[config.mk]
export PLATFORM = sky130hd
export DESIGN_NAME = acc_adc_ctrl
export DESIGN_NICKNAME = d
export VERILOG_FILES = /design/src/hw/acc_pkg.sv /design/src/hw/acc_adc_ctrl.sv
export SDC_FILE = /design/constraint.sdc
export NUM_CORES = 1
export LEC_CHECK = 0
export ABC_AREA = 1
export ABC_CLOCK_PERIOD_IN_PS = 4000
export BUFFER_PORTS_ARGS = -buffer_cell sky130_fd_sc_hd__buf_2
export CORE_MARGIN = 10
export CORE_UTILIZATION = 30
export DETAILED_ROUTE_END_ITERATION = 6
export SLEW_MARGIN = 10
export SYNTH_ARGS = -nofsm -noshare
export SYNTH_HDL_FRONTEND = slang
export SYNTH_SLANG_ARGS = --single-unit
[constraint.sdc]
create_clock -name CORE_CLK -period 4 [get_ports CORE_CLK]
set_clock_uncertainty 0.1 [all_clocks]
set_input_delay 1 -clock CORE_CLK [delete_from_list [all_inputs] [get_ports CORE_CLK]]
set_output_delay 1 -clock CORE_CLK [all_outputs]
set_load 0.005 [all_outputs]
[src/hw/acc_pkg.sv]
// package: register map, fields, timing and carrier types for the converter control
package acc_pkg;
  // register word offsets (byte addresses)
  localparam logic [7:0] CTRL_A_OFS = 8'h00;
  localparam logic [7:0] CTRL_B_OFS = 8'h04;
  localparam logic [7:0] INSEL_OFS = 8'h08;
  localparam logic [7:0] RES_LOW_OFS = 8'h0c;
  localparam logic [7:0] RES_HIGH_OFS = 8'h10;
  localparam logic [7:0] POWER_OFS = 8'h14;
  // control a fields
  localparam int EN_BIT = 7;
  localparam int START_BIT = 6;
  localparam int ATE_BIT = 5;
  localparam int FLAG_BIT = 4;
  localparam int PSC_LSB = 0;
  localparam int PSC_W = 3;
  // control b fields
  localparam int TSEL_LSB = 0;
  localparam int TSEL_W = 3;
  // input select fields
  localparam int REF_LSB = 6;
  localparam int LADJ_BIT = 5;
  localparam int CHAN_LSB = 0;
  localparam int CHAN_W = 5;
  localparam int CHANHI_BIT = 3;
  // power reduction field
  localparam int PWR_BIT = 0;
  // reset values
  localparam logic [7:0] CTRL_A_RST = 8'h00;
  localparam logic [7:0] CTRL_B_RST = 8'h00;
  localparam logic [7:0] INSEL_RST = 8'h00;
  localparam logic PWR_RST = 1'b1;
  // timing in converter clock cycles
  localparam logic [4:0] NORMAL_CYC = 5'd13;
  localparam logic [4:0] FIRST_CYC = 5'd25;
  localparam int RES_W = 10;
  // trigger source codes
  localparam logic [2:0] TSEL_SELF = 3'h0;
  // selection carried to the analog front end
  typedef struct packed {
    logic [1:0] ref_sel;
    logic [5:0] chan;
    logic differential;
    logic [1:0] gain;
  } acc_mux_type;
  // converter state
  typedef enum logic [1:0] {ACC_IDLE, ACC_WAIT, ACC_CONV} acc_state_type;
endpackage

[src/hw/acc_adc_ctrl.sv]
// converter control: wishbone registers, trigger logic, prescaler and sar sequencer
`timescale 1ns/1ps
module acc_adc_ctrl (
  input wire logic CORE_CLK,
  input wire logic RESET,
  input wire logic CLK_EN,
  input wire logic WB_CYC_I,
  input wire logic WB_STB_I,
  input wire logic WB_WE_I,
  input wire logic [7:0] WB_ADR_I,
  input wire logic [3:0] WB_SEL_I,
  input wire logic [31:0] WB_DAT_I,
  output logic [31:0] WB_DAT_O,
  output logic WB_ACK_O,
  input wire logic [7:0] TRIGGER_IN,
  input wire logic COMPARATOR_IN,
  output logic [acc_pkg::RES_W-1:0] DAC_CODE,
  output logic SAMPLE_HOLD,
  output logic ANALOG_ENABLE,
  output acc_pkg::acc_mux_type MUX_SEL,
  output logic CONV_DONE
);
  import acc_pkg::*;

  logic [7:0] ctrl_a_r;
  logic [2:0] tsel_r;
  logic [7:0] insel_r;
  logic pwr_r;
  logic ate_r;
  logic en_r;
  logic start_r;
  logic flag_r;
  logic [RES_W-1:0] result_r;
  logic blocked_r;
  logic [7:0] trig_prev_r;
  logic [6:0] psc_cnt_r;
  logic first_r;
  logic [4:0] cyc_r;
  logic [4:0] total_r;
  logic [RES_W-1:0] sar_r;
  logic [3:0] bit_r;
  logic done_r;
  acc_state_type state_r;
  acc_mux_type mux_nxt;
  acc_mux_type mux_r;
  logic [7:0] psc_limit;
  logic adc_tick;
  logic trig_lvl;
  logic trig_prev;
  logic trig_edge;
  logic wr_stb;
  logic rd_stb;
  logic wr_a;
  logic sw_start;
  logic auto_start;
  logic busy;
  logic conv_last;
  logic [7:0] res_low;
  logic [7:0] res_high;
  logic [31:0] rd_data;
  logic usable;

  // --------------------------------------------------------------
  // wishbone slave: one wait state, ack dropped the cycle after
  // --------------------------------------------------------------
  assign wr_stb = WB_CYC_I && WB_STB_I && WB_WE_I && !WB_ACK_O && WB_SEL_I[0];
  assign rd_stb = WB_CYC_I && WB_STB_I && !WB_WE_I && !WB_ACK_O;
  assign wr_a = wr_stb && (WB_ADR_I == CTRL_A_OFS);
  // power reduction overrides the enable bit
  assign usable = en_r && !pwr_r;

  // ack generation, one cycle after request
  always_ff @(posedge CORE_CLK or posedge RESET) begin
    if (RESET) begin
      WB_ACK_O <= 1'b0;
    end else if (CLK_EN) begin
      WB_ACK_O <= WB_CYC_I && WB_STB_I && !WB_ACK_O;
    end
  end

  // result bytes per adjust setting
  always_comb begin
    if (insel_r[LADJ_BIT]) begin
      res_high = result_r[9:2];
      res_low = {result_r[1:0], 6'h00};
    end else begin
      res_high = {6'h00, result_r[9:8]};
      res_low = result_r[7:0];
    end
  end

  // read multiplexer; unmapped reads as zero
  always_comb begin
    rd_data = 32'h0000_0000;
    unique case (WB_ADR_I)
      CTRL_A_OFS: rd_data = {24'h0, en_r, start_r, ate_r, flag_r, ctrl_a_r[3:0]};
      CTRL_B_OFS: rd_data = {29'h0, tsel_r};
      INSEL_OFS: rd_data = {24'h0, insel_r};
      RES_LOW_OFS: rd_data = {24'h0, res_low};
      RES_HIGH_OFS: rd_data = {24'h0, res_high};
      POWER_OFS: rd_data = {31'h0, pwr_r};
      default: rd_data = 32'h0000_0000;
    endcase
  end

  // read data register
  always_ff @(posedge CORE_CLK or posedge RESET) begin
    if (RESET) begin
      WB_DAT_O <= 32'h0000_0000;
    end else if (CLK_EN && rd_stb) begin
      WB_DAT_O <= rd_data;
    end
  end

  // --------------------------------------------------------------
  // configuration registers
  // --------------------------------------------------------------
  always_ff @(posedge CORE_CLK or posedge RESET) begin
    if (RESET) begin
      ctrl_a_r <= CTRL_A_RST;
      tsel_r <= CTRL_B_RST[2:0];
      insel_r <= INSEL_RST;
      pwr_r <= PWR_RST;
      ate_r <= 1'b0;
      en_r <= 1'b0;
    end else if (CLK_EN && wr_stb) begin
      unique case (WB_ADR_I)
        CTRL_A_OFS: begin
          ctrl_a_r <= WB_DAT_I[7:0];
          en_r <= WB_DAT_I[EN_BIT];
          ate_r <= WB_DAT_I[ATE_BIT];
        end
        CTRL_B_OFS: tsel_r <= WB_DAT_I[TSEL_LSB +: TSEL_W];
        INSEL_OFS: insel_r <= WB_DAT_I[7:0];
        POWER_OFS: pwr_r <= WB_DAT_I[PWR_BIT];
        default: ;
      endcase
    end
  end

  // --------------------------------------------------------------
  // trigger edge detection
  // --------------------------------------------------------------
  // source 0 is the own flag; others are peripheral flags set by their events
  assign trig_lvl = (tsel_r == TSEL_SELF) ? flag_r : TRIGGER_IN[tsel_r];
  assign trig_prev = trig_prev_r[tsel_r];
  assign trig_edge = trig_lvl && !trig_prev;
  assign busy = (state_r != ACC_IDLE);
  assign sw_start = wr_a && WB_DAT_I[START_BIT] && usable && !busy;
  // free running restarts on completion; external edges ignored while busy
  assign auto_start = ate_r && usable && !busy &&
                      ((tsel_r == TSEL_SELF) ? start_r : trig_edge);

  // previous sampled trigger levels
  always_ff @(posedge CORE_CLK or posedge RESET) begin
    if (RESET) begin
      trig_prev_r <= 8'h00;
    end else if (CLK_EN) begin
      trig_prev_r <= {TRIGGER_IN[7:1], flag_r};
    end
  end

  // --------------------------------------------------------------
  // prescaler
  // --------------------------------------------------------------
  assign psc_limit = 8'h01 << ctrl_a_r[PSC_LSB +: PSC_W];
  assign adc_tick = ({1'b0, psc_cnt_r} == psc_limit - 8'h01);

  // reset while disabled and on a trigger start
  always_ff @(posedge CORE_CLK or posedge RESET) begin
    if (RESET) begin
      psc_cnt_r <= 7'h00;
    end else if (CLK_EN) begin
      if (!usable || (auto_start && tsel_r != TSEL_SELF)) begin
        psc_cnt_r <= 7'h00;
      end else if (adc_tick) begin
        psc_cnt_r <= 7'h00;
      end else begin
        psc_cnt_r <= psc_cnt_r + 7'h01;
      end
    end
  end

  // --------------------------------------------------------------
  // conversion sequencer
  // --------------------------------------------------------------
  assign conv_last = (state_r == ACC_CONV) && adc_tick && (cyc_r == total_r - 5'd1);

  // sequencer state, cycle count and sar register
  always_ff @(posedge CORE_CLK or posedge RESET) begin
    if (RESET) begin
      state_r <= ACC_IDLE;
      cyc_r <= 5'd0;
      total_r <= NORMAL_CYC;
      sar_r <= '0;
      bit_r <= 4'd0;
      first_r <= 1'b1;
      done_r <= 1'b0;
    end else if (CLK_EN) begin
      done_r <= 1'b0;
      if (!usable) begin
        state_r <= ACC_IDLE;
        first_r <= 1'b1;
      end else begin
        unique case (state_r)
          ACC_IDLE: if (sw_start || auto_start) begin
            state_r <= ACC_WAIT;
          end
          ACC_WAIT: if (adc_tick) begin
            // conversion starts at the next converter clock edge
            state_r <= ACC_CONV;
            cyc_r <= 5'd0;
            total_r <= first_r ? FIRST_CYC : NORMAL_CYC;
            first_r <= 1'b0;
            sar_r <= 10'h200;
            bit_r <= 4'd9;
          end
          ACC_CONV: if (adc_tick) begin
            cyc_r <= cyc_r + 5'd1;
            // one decision per clock once sampling has passed
            if (cyc_r >= total_r - 5'd11 && cyc_r < total_r - 5'd1) begin
              sar_r[bit_r] <= COMPARATOR_IN;
              if (bit_r != 4'd0) begin
                sar_r[bit_r - 4'd1] <= 1'b1;
                bit_r <= bit_r - 4'd1;
              end
            end
            if (conv_last) begin
              state_r <= ACC_IDLE;
              done_r <= 1'b1;
            end
          end
          default: state_r <= ACC_IDLE;
        endcase
      end
    end
  end

  // --------------------------------------------------------------
  // start bit and completion flag
  // --------------------------------------------------------------
  // free running keeps start high so the next conversion follows at once
  always_ff @(posedge CORE_CLK or posedge RESET) begin
    if (RESET) begin
      start_r <= 1'b0;
    end else if (CLK_EN) begin
      if (!usable) begin
        start_r <= 1'b0;
      end else if (sw_start || auto_start) begin
        start_r <= 1'b1;
      end else if (conv_last && !(ate_r && tsel_r == TSEL_SELF)) begin
        start_r <= 1'b0;
      end
    end
  end

  // flag set on completion wins over a write-one clear
  always_ff @(posedge CORE_CLK or posedge RESET) begin
    if (RESET) begin
      flag_r <= 1'b0;
    end else if (CLK_EN) begin
      if (conv_last) begin
        flag_r <= 1'b1;
      end else if (wr_a && WB_DAT_I[FLAG_BIT]) begin
        flag_r <= 1'b0;
      end
    end
  end

  // --------------------------------------------------------------
  // result register and read lock
  // --------------------------------------------------------------
  always_ff @(posedge CORE_CLK or posedge RESET) begin
    if (RESET) begin
      blocked_r <= 1'b0;
    end else if (CLK_EN && rd_stb) begin
      if (WB_ADR_I == RES_HIGH_OFS) begin
        blocked_r <= 1'b0;
      end else if (WB_ADR_I == RES_LOW_OFS) begin
        blocked_r <= 1'b1;
      end
    end
  end

  // resolved code taken on completion unless blocked
  // bit 0 was already decided on the previous converter clock
  always_ff @(posedge CORE_CLK or posedge RESET) begin
    if (RESET) begin
      result_r <= '0;
    end else if (CLK_EN && conv_last && !blocked_r) begin
      result_r <= sar_r;
    end
  end

  // --------------------------------------------------------------
  // analog front end selection
  // --------------------------------------------------------------
  always_comb begin
    mux_nxt.ref_sel = insel_r[REF_LSB +: 2];
    mux_nxt.chan = {1'b0, insel_r[CHAN_LSB +: CHAN_W]};
    // codes 8 and up are differential; single ended bypasses the amplifier
    mux_nxt.differential = insel_r[CHANHI_BIT] || insel_r[4];
    // first gain-capable codes: 8..b pair 0/1, 0c..0f pair 2/3 at gain 1,10,200
    unique case (insel_r[4:2])
      3'h2: mux_nxt.gain = 2'h1;
      3'h3: mux_nxt.gain = 2'h2;
      default: mux_nxt.gain = 2'h0;
    endcase
  end

  // while enabled follow writes when idle or waiting or in last cycle; hold during conversion and while disabled
  always_ff @(posedge CORE_CLK or posedge RESET) begin
    if (RESET) begin
      mux_r <= '0;
    end else if (CLK_EN && usable) begin
      if (state_r != ACC_CONV || (cyc_r == total_r - 5'd1)) begin
        mux_r <= mux_nxt;
      end
    end
  end

  // --------------------------------------------------------------
  // outputs, all registered
  // --------------------------------------------------------------
  // trial code straight from the sar flops so each decision sees its own trial
  assign DAC_CODE = sar_r;

  always_ff @(posedge CORE_CLK or posedge RESET) begin
    if (RESET) begin
      MUX_SEL <= '0;
      SAMPLE_HOLD <= 1'b0;
      ANALOG_ENABLE <= 1'b0;
      CONV_DONE <= 1'b0;
    end else if (CLK_EN) begin
      MUX_SEL <= mux_r;
      SAMPLE_HOLD <= (state_r == ACC_CONV) && (cyc_r < total_r - 5'd11);
      ANALOG_ENABLE <= usable;
      CONV_DONE <= done_r;
    end
  end
endmodule

# Yosys cells after proc, flatten, opt, wreduce, memory -nomap -nowiden
# Index checks and enable logic that the tools add are counted.
# W data, S select, Z words.
# totals
register_bits,130
input_bits,59
out_inout_bits,57
word_cells,188
# op_classes
n_addsub,6
magnitude_cmp,8
n_eq_ne,23
shifts,1
n_mux,51
bitwise_logic,1
reduce_logical,66
# op_table
cell,count
$pmux W8 S6,1
$mux W10,4
$logic_and A1 B1 Y1,31
$mux W1,20
$pmux W10 S2,1
$eq A8 B4 Y1 const B,2
$eq A8 B5 Y1 const B,2
$mux W4,4
$mux W8,2
$reduce_and A2 Y1,8
$mux W5,3
$mux W7,2
$ne A2 B2 Y1 const B,6
$ne A3 B3 Y1 const B,4
$bwmux W10,1
$lt A4 B5 Y1 const B,2
$lt A5 B5 Y1,2
$mux W2,5
$or A10 B10 Y10,1
$pmux W5 S2,1
$reduce_and A5 Y1,2
$demux W1 S4,2
$eq A7 B8 Y1,1
$eq A8 B3 Y1 const B,1
other kinds (32),48

# Logic depth before layout (Yosys ltp)
# logic_depth
depth_word,12
depth_mapped,18
depth_no_buf,16

# Least setup slack after synthesis
# OpenSTA, ideal clock, no wires.
# synth_path
path_kind,input -> register
startpoint,input port CLK_EN
endpoint,register mux_r[0] (netlist bit)
setup_time_ps,82
t_arrival_ps,2068
required_time_ps,3818
slack_ps,1750
cell_stages,9
path_buffers,1
cell_sequence,buf_4 > inv_2 > nor2_4 > inv_1 > nor2_2 > inv_2 > nor2_1 > nand2_1 > o22ai_1
# synth_via
elab_chain_len,2
# synth_rtl
item,line,rtl
from (decl),acc_adc_ctrl.sv:6,"input wire logic CLK_EN,"
$logic_and A1 B1 Y1,acc_adc_ctrl.sv:315,end else if (CLK_EN && usable) begin
$reduce_and A2 Y1 (no source line),--,
to (signal assigned),acc_adc_ctrl.sv:317,mux_r <= mux_nxt;
to (decl),acc_adc_ctrl.sv:45,acc_mux_type mux_r;
# No other way between the ends.
# A chain may end at the register's enable or synchronous reset.

# Final worst setup path
# layout_path
startpoint,register ctrl_a_r[2]
endpoint,"register sar_r[1], in the netlist DAC_CODE[1]"
# layout_via
elab_chain_len,5
elab_cells_between_ends,6
cone_classes,1 x add/sub; 3 x eq/ne; 1 x shift; 1 x reduce/logical
# layout_rtl
item,line,rtl
from (decl),acc_adc_ctrl.sv:25,logic [7:0] ctrl_a_r;
from (signal assigned),acc_adc_ctrl.sv:129,ctrl_a_r <= WB_DAT_I[7:0];
$shl A1 B3 Y8 *,acc_adc_ctrl.sv:166,assign psc_limit = 8'h01 << ctrl_a_r[PSC_LSB +: PSC_W];
$sub A8 B1 Y8 *,acc_adc_ctrl.sv:167,"assign adc_tick = ({1'b0, psc_cnt_r} == psc_limit - 8'h01);"
$eq A7 B8 Y1 *,acc_adc_ctrl.sv:167,
$ne A2 B2 Y1 (no source line),--,
$reduce_and A6 Y1 (no source line) *,--,
to (signal assigned),acc_adc_ctrl.sv:195,sar_r <= '0;
to (signal assigned),acc_adc_ctrl.sv:215,sar_r <= 10'h200;
"to (signal, indexed assignment)",acc_adc_ctrl.sv:222,sar_r[bit_r] <= COMPARATOR_IN;
to (decl),acc_adc_ctrl.sv:40,logic [RES_W-1:0] sar_r;
# Every way passes the cells marked *; elsewhere a longest branch is shown, timed or not.

==> flow_summary.json <==
{
  "reg2reg_slack_ns": 1.10,
  "dr.first_iter.drc_count": 277,
  "wl_per_cell_um": 14.1,
  "diodes": 0,
  "die_area_mm2": 0.0249,
  "crit_type": "register to register",
  "postLayoutCoreUtil_pct": 34.7,
  "fin_nets": 865,
  "vias": 4810,
  "synth_area_leaders": "dfrtp_1, nand2_1, inv_1",
  "powerDensity_mw_per_mm2": 331,
  "finalSetupTns_ns": 0,
  "cts-root-buf": "clkbuf_16",
  "hold_slack_ns": 0.365,
  "synthMuxAreaShare_pct": 0.725,
  "synth-edff-count": 0,
  "cts_buffers": 9,
  "clock-sinks": 102,
  "ys_types": 43,
  "antenna_found_initial": 0,
  "hold_buffers": 0,
  "clk_latency_ns": 0.35,
  "synth_adder_area_share_pct": 3.08,
  "antenna_left": 0,
  "htree_levels": 3,
  "grt_pass1_vias": 4566,
  "status": "completed",
  "via_per_inst": 4.67,
  "synth-xor-area-share_pct": 1.85,
  "synth_top_family_by_area": "simple AND/OR/NAND/NOR gates",
  "hold_violations": 0,
  "dp_hpwl_mm": 11.0,
  "grt_setup_unrepaired": "false",
  "die_y_um": 158,
  "syn_area_per_cell_um2": 7.75,
  "slew_headroom_pct": 45.9,
  "fmax_ghz": 0.345,
  "startpoint": "ctrl_a_r[2]$_DFFE_PP0P_",
  "synthArstFlopShare_pct": 100,
  "required_ns": 4.11,
  "cts_resized": 0,
  "ys_seq_area_share_pct": 44.9,
  "tightest_slew_ns": 0.812,
  "portBuffers": 62,
  "power.leakage_nw": 3.25,
  "wl_mm": 14.5,
  "min_from": "MUX_SEL[10]$_DFFE_PP0P_",
  "synth-simple-area-share_pct": 28.1,
  "layout_common_cells": "nand2_1, dfrtp_1, inv_1",
  "period_share_pct": 72.4,
  "synth_flop_cell": "dfrtp_1",
  "crit_fanout": 20,
  "drive_gt1_share_pct": 14.1,
  "grt_max_degree": 64,
  "ir_drop_uv": 200,
  "rr_startpoint": "ctrl_a_r[2]$_DFFE_PP0P_",
  "crit_path_start_kind": "register",
  "ys.warnings.count": 0,
  "dieWidth_um": 158,
  "final_common_cell": "nand2_1",
  "grt_overflow": 0,
  "placementRows": 50,
  "io_pins": 116,
  "crit_path_end_kind": "register",
  "setup_viol": 0,
  "cts_tree": "built",
  "period_minus_slack_ns": 2.90,
  "cts.path.max_buffers": 2,
  "place_ws_ns": 1.11,
  "dr.pass1.iters": 5,
  "fin_ws_ns": 1.10,
  "cap_viol_max_count": 0,
  "areaGrowthSynthToFinish_pct": 13.9,
  "cts_setup_buffers": 0,
  "crit_arrival_ns": 3.01,
  "synth-compound-area-share_pct": 10.9,
  "grt_pass1_wl_mm": 23.5,
  "design_area_mm2": 0.00648,
  "core_region_area_mm2": 0.0187,
  "gp_congestion": 0.897,
  "hold_path_class": "register to register",
  "drc": 0,
  "synth_top_area_cell": "dfrtp_1",
  "synthCells": 734,
  "place_area_mm2": 0.00616,
  "start_util_pct": 30.4,
  "synth_area_mm2": 0.00569,
  "synth_seq_cells": 102,
  "gr-usage-all-layers_pct": 11.8,
  "slew_viol_final": 0,
  "path_clk_slew_ns": 0.06,
  "synth_top_area_share_pct": 43.5
}
[through the flow]
step	cells	total power [mW]
final	1030	2.15
after global routing	1030	2.24
after CTS	1030	2.17
after detailed placement	1015	1.21
after global placement	1015	1.21
after floorplan	758	1.17
[critical path, stage by stage (launching register included)]
cell and delay [ns]:
dfrtp_1 0.50, nor2_4 0.17, nand2_2 0.07, ha_1 0.27
nand2_1 0.11, nand2_1 0.06, nand2_1 0.07, nand2_1 0.09
inv_1 0.06, nand2_1 0.04, nor2_1 0.16, nand3_1 0.14
o21ai_1 0.10, nand3_1 0.51, nand2_1 0.20, o21ai_1 0.08
[final timing paths]
kind	endpoint	cells after the start
max in group asynchronous	pwr_r$_DFFE_PP1P_	3
worst max-delay path	DAC_CODE[1]$_DFFE_PP0P_	15
worst max register to register	DAC_CODE[1]$_DFFE_PP0P_	15
min in group asynchronous	trig_prev_r[3]$_DFFE_PP0P_	2
worst min-delay path	MUX_SEL[10]$_DFFE_PP0P_	2
worst min register to register	MUX_SEL[10]$_DFFE_PP0P_	2
[synth_stat cells (8+ instances only)]
cell,instances
dfrtp_1,99
nand4_1,16
inv_1,73
nor2_1,47
a21oi_1,21
ha_1,14
buf_4,27
o21ai_0,50
nand2_1,232
o21ai_1,15
clkbuf_1,13
nand3_1,45
xor2_1,8
[logic make-up after synthesis]
logic type,count (synthesis)
compound gates,112
simple gates,364
fa+ha+maj,14
flops,102
other cells,1
xor+xnor,12
buf+inv,125
mux,4
[state kept, by name (all words and copies together), names as in the netlist, 7 cells and up]
register,cells
MUX_SEL,10
WB_DAT_O,8
DAC_CODE,10
insel_r,8
result_r,10
mux_r,10
trig_prev_r,7
psc_cnt_r,7
[report_power, final]
group	total, mW	switching [mW]	internal (mW)
sequential	1.06	0.0104	1.05
clock	0.957	0.378	0.579
combinational	0.127	0.0876	0.0394
[area by class of cell]
class / count / area, um2
clock inverters: 3 / 67.6
well taps: 234 / 293
repair buffers: 68 / 368
fillers: 1999 / 12200
inverters: 80 / 304
flip-flops and latches: 102 / 2560
multi-input cells: 531 / 2640
clock buffers: 12 / 256
[per-layer routing]
layer | share of wire, % | global-route usage, %
met1 | 47 | 16.5
met5 | 0 | 0
met2 | 45 | 17.7
met4 | 1.1 | 3.03
met3 | 6.6 | 3.07
No activity file was read; power rests on OpenSTA's default activity.
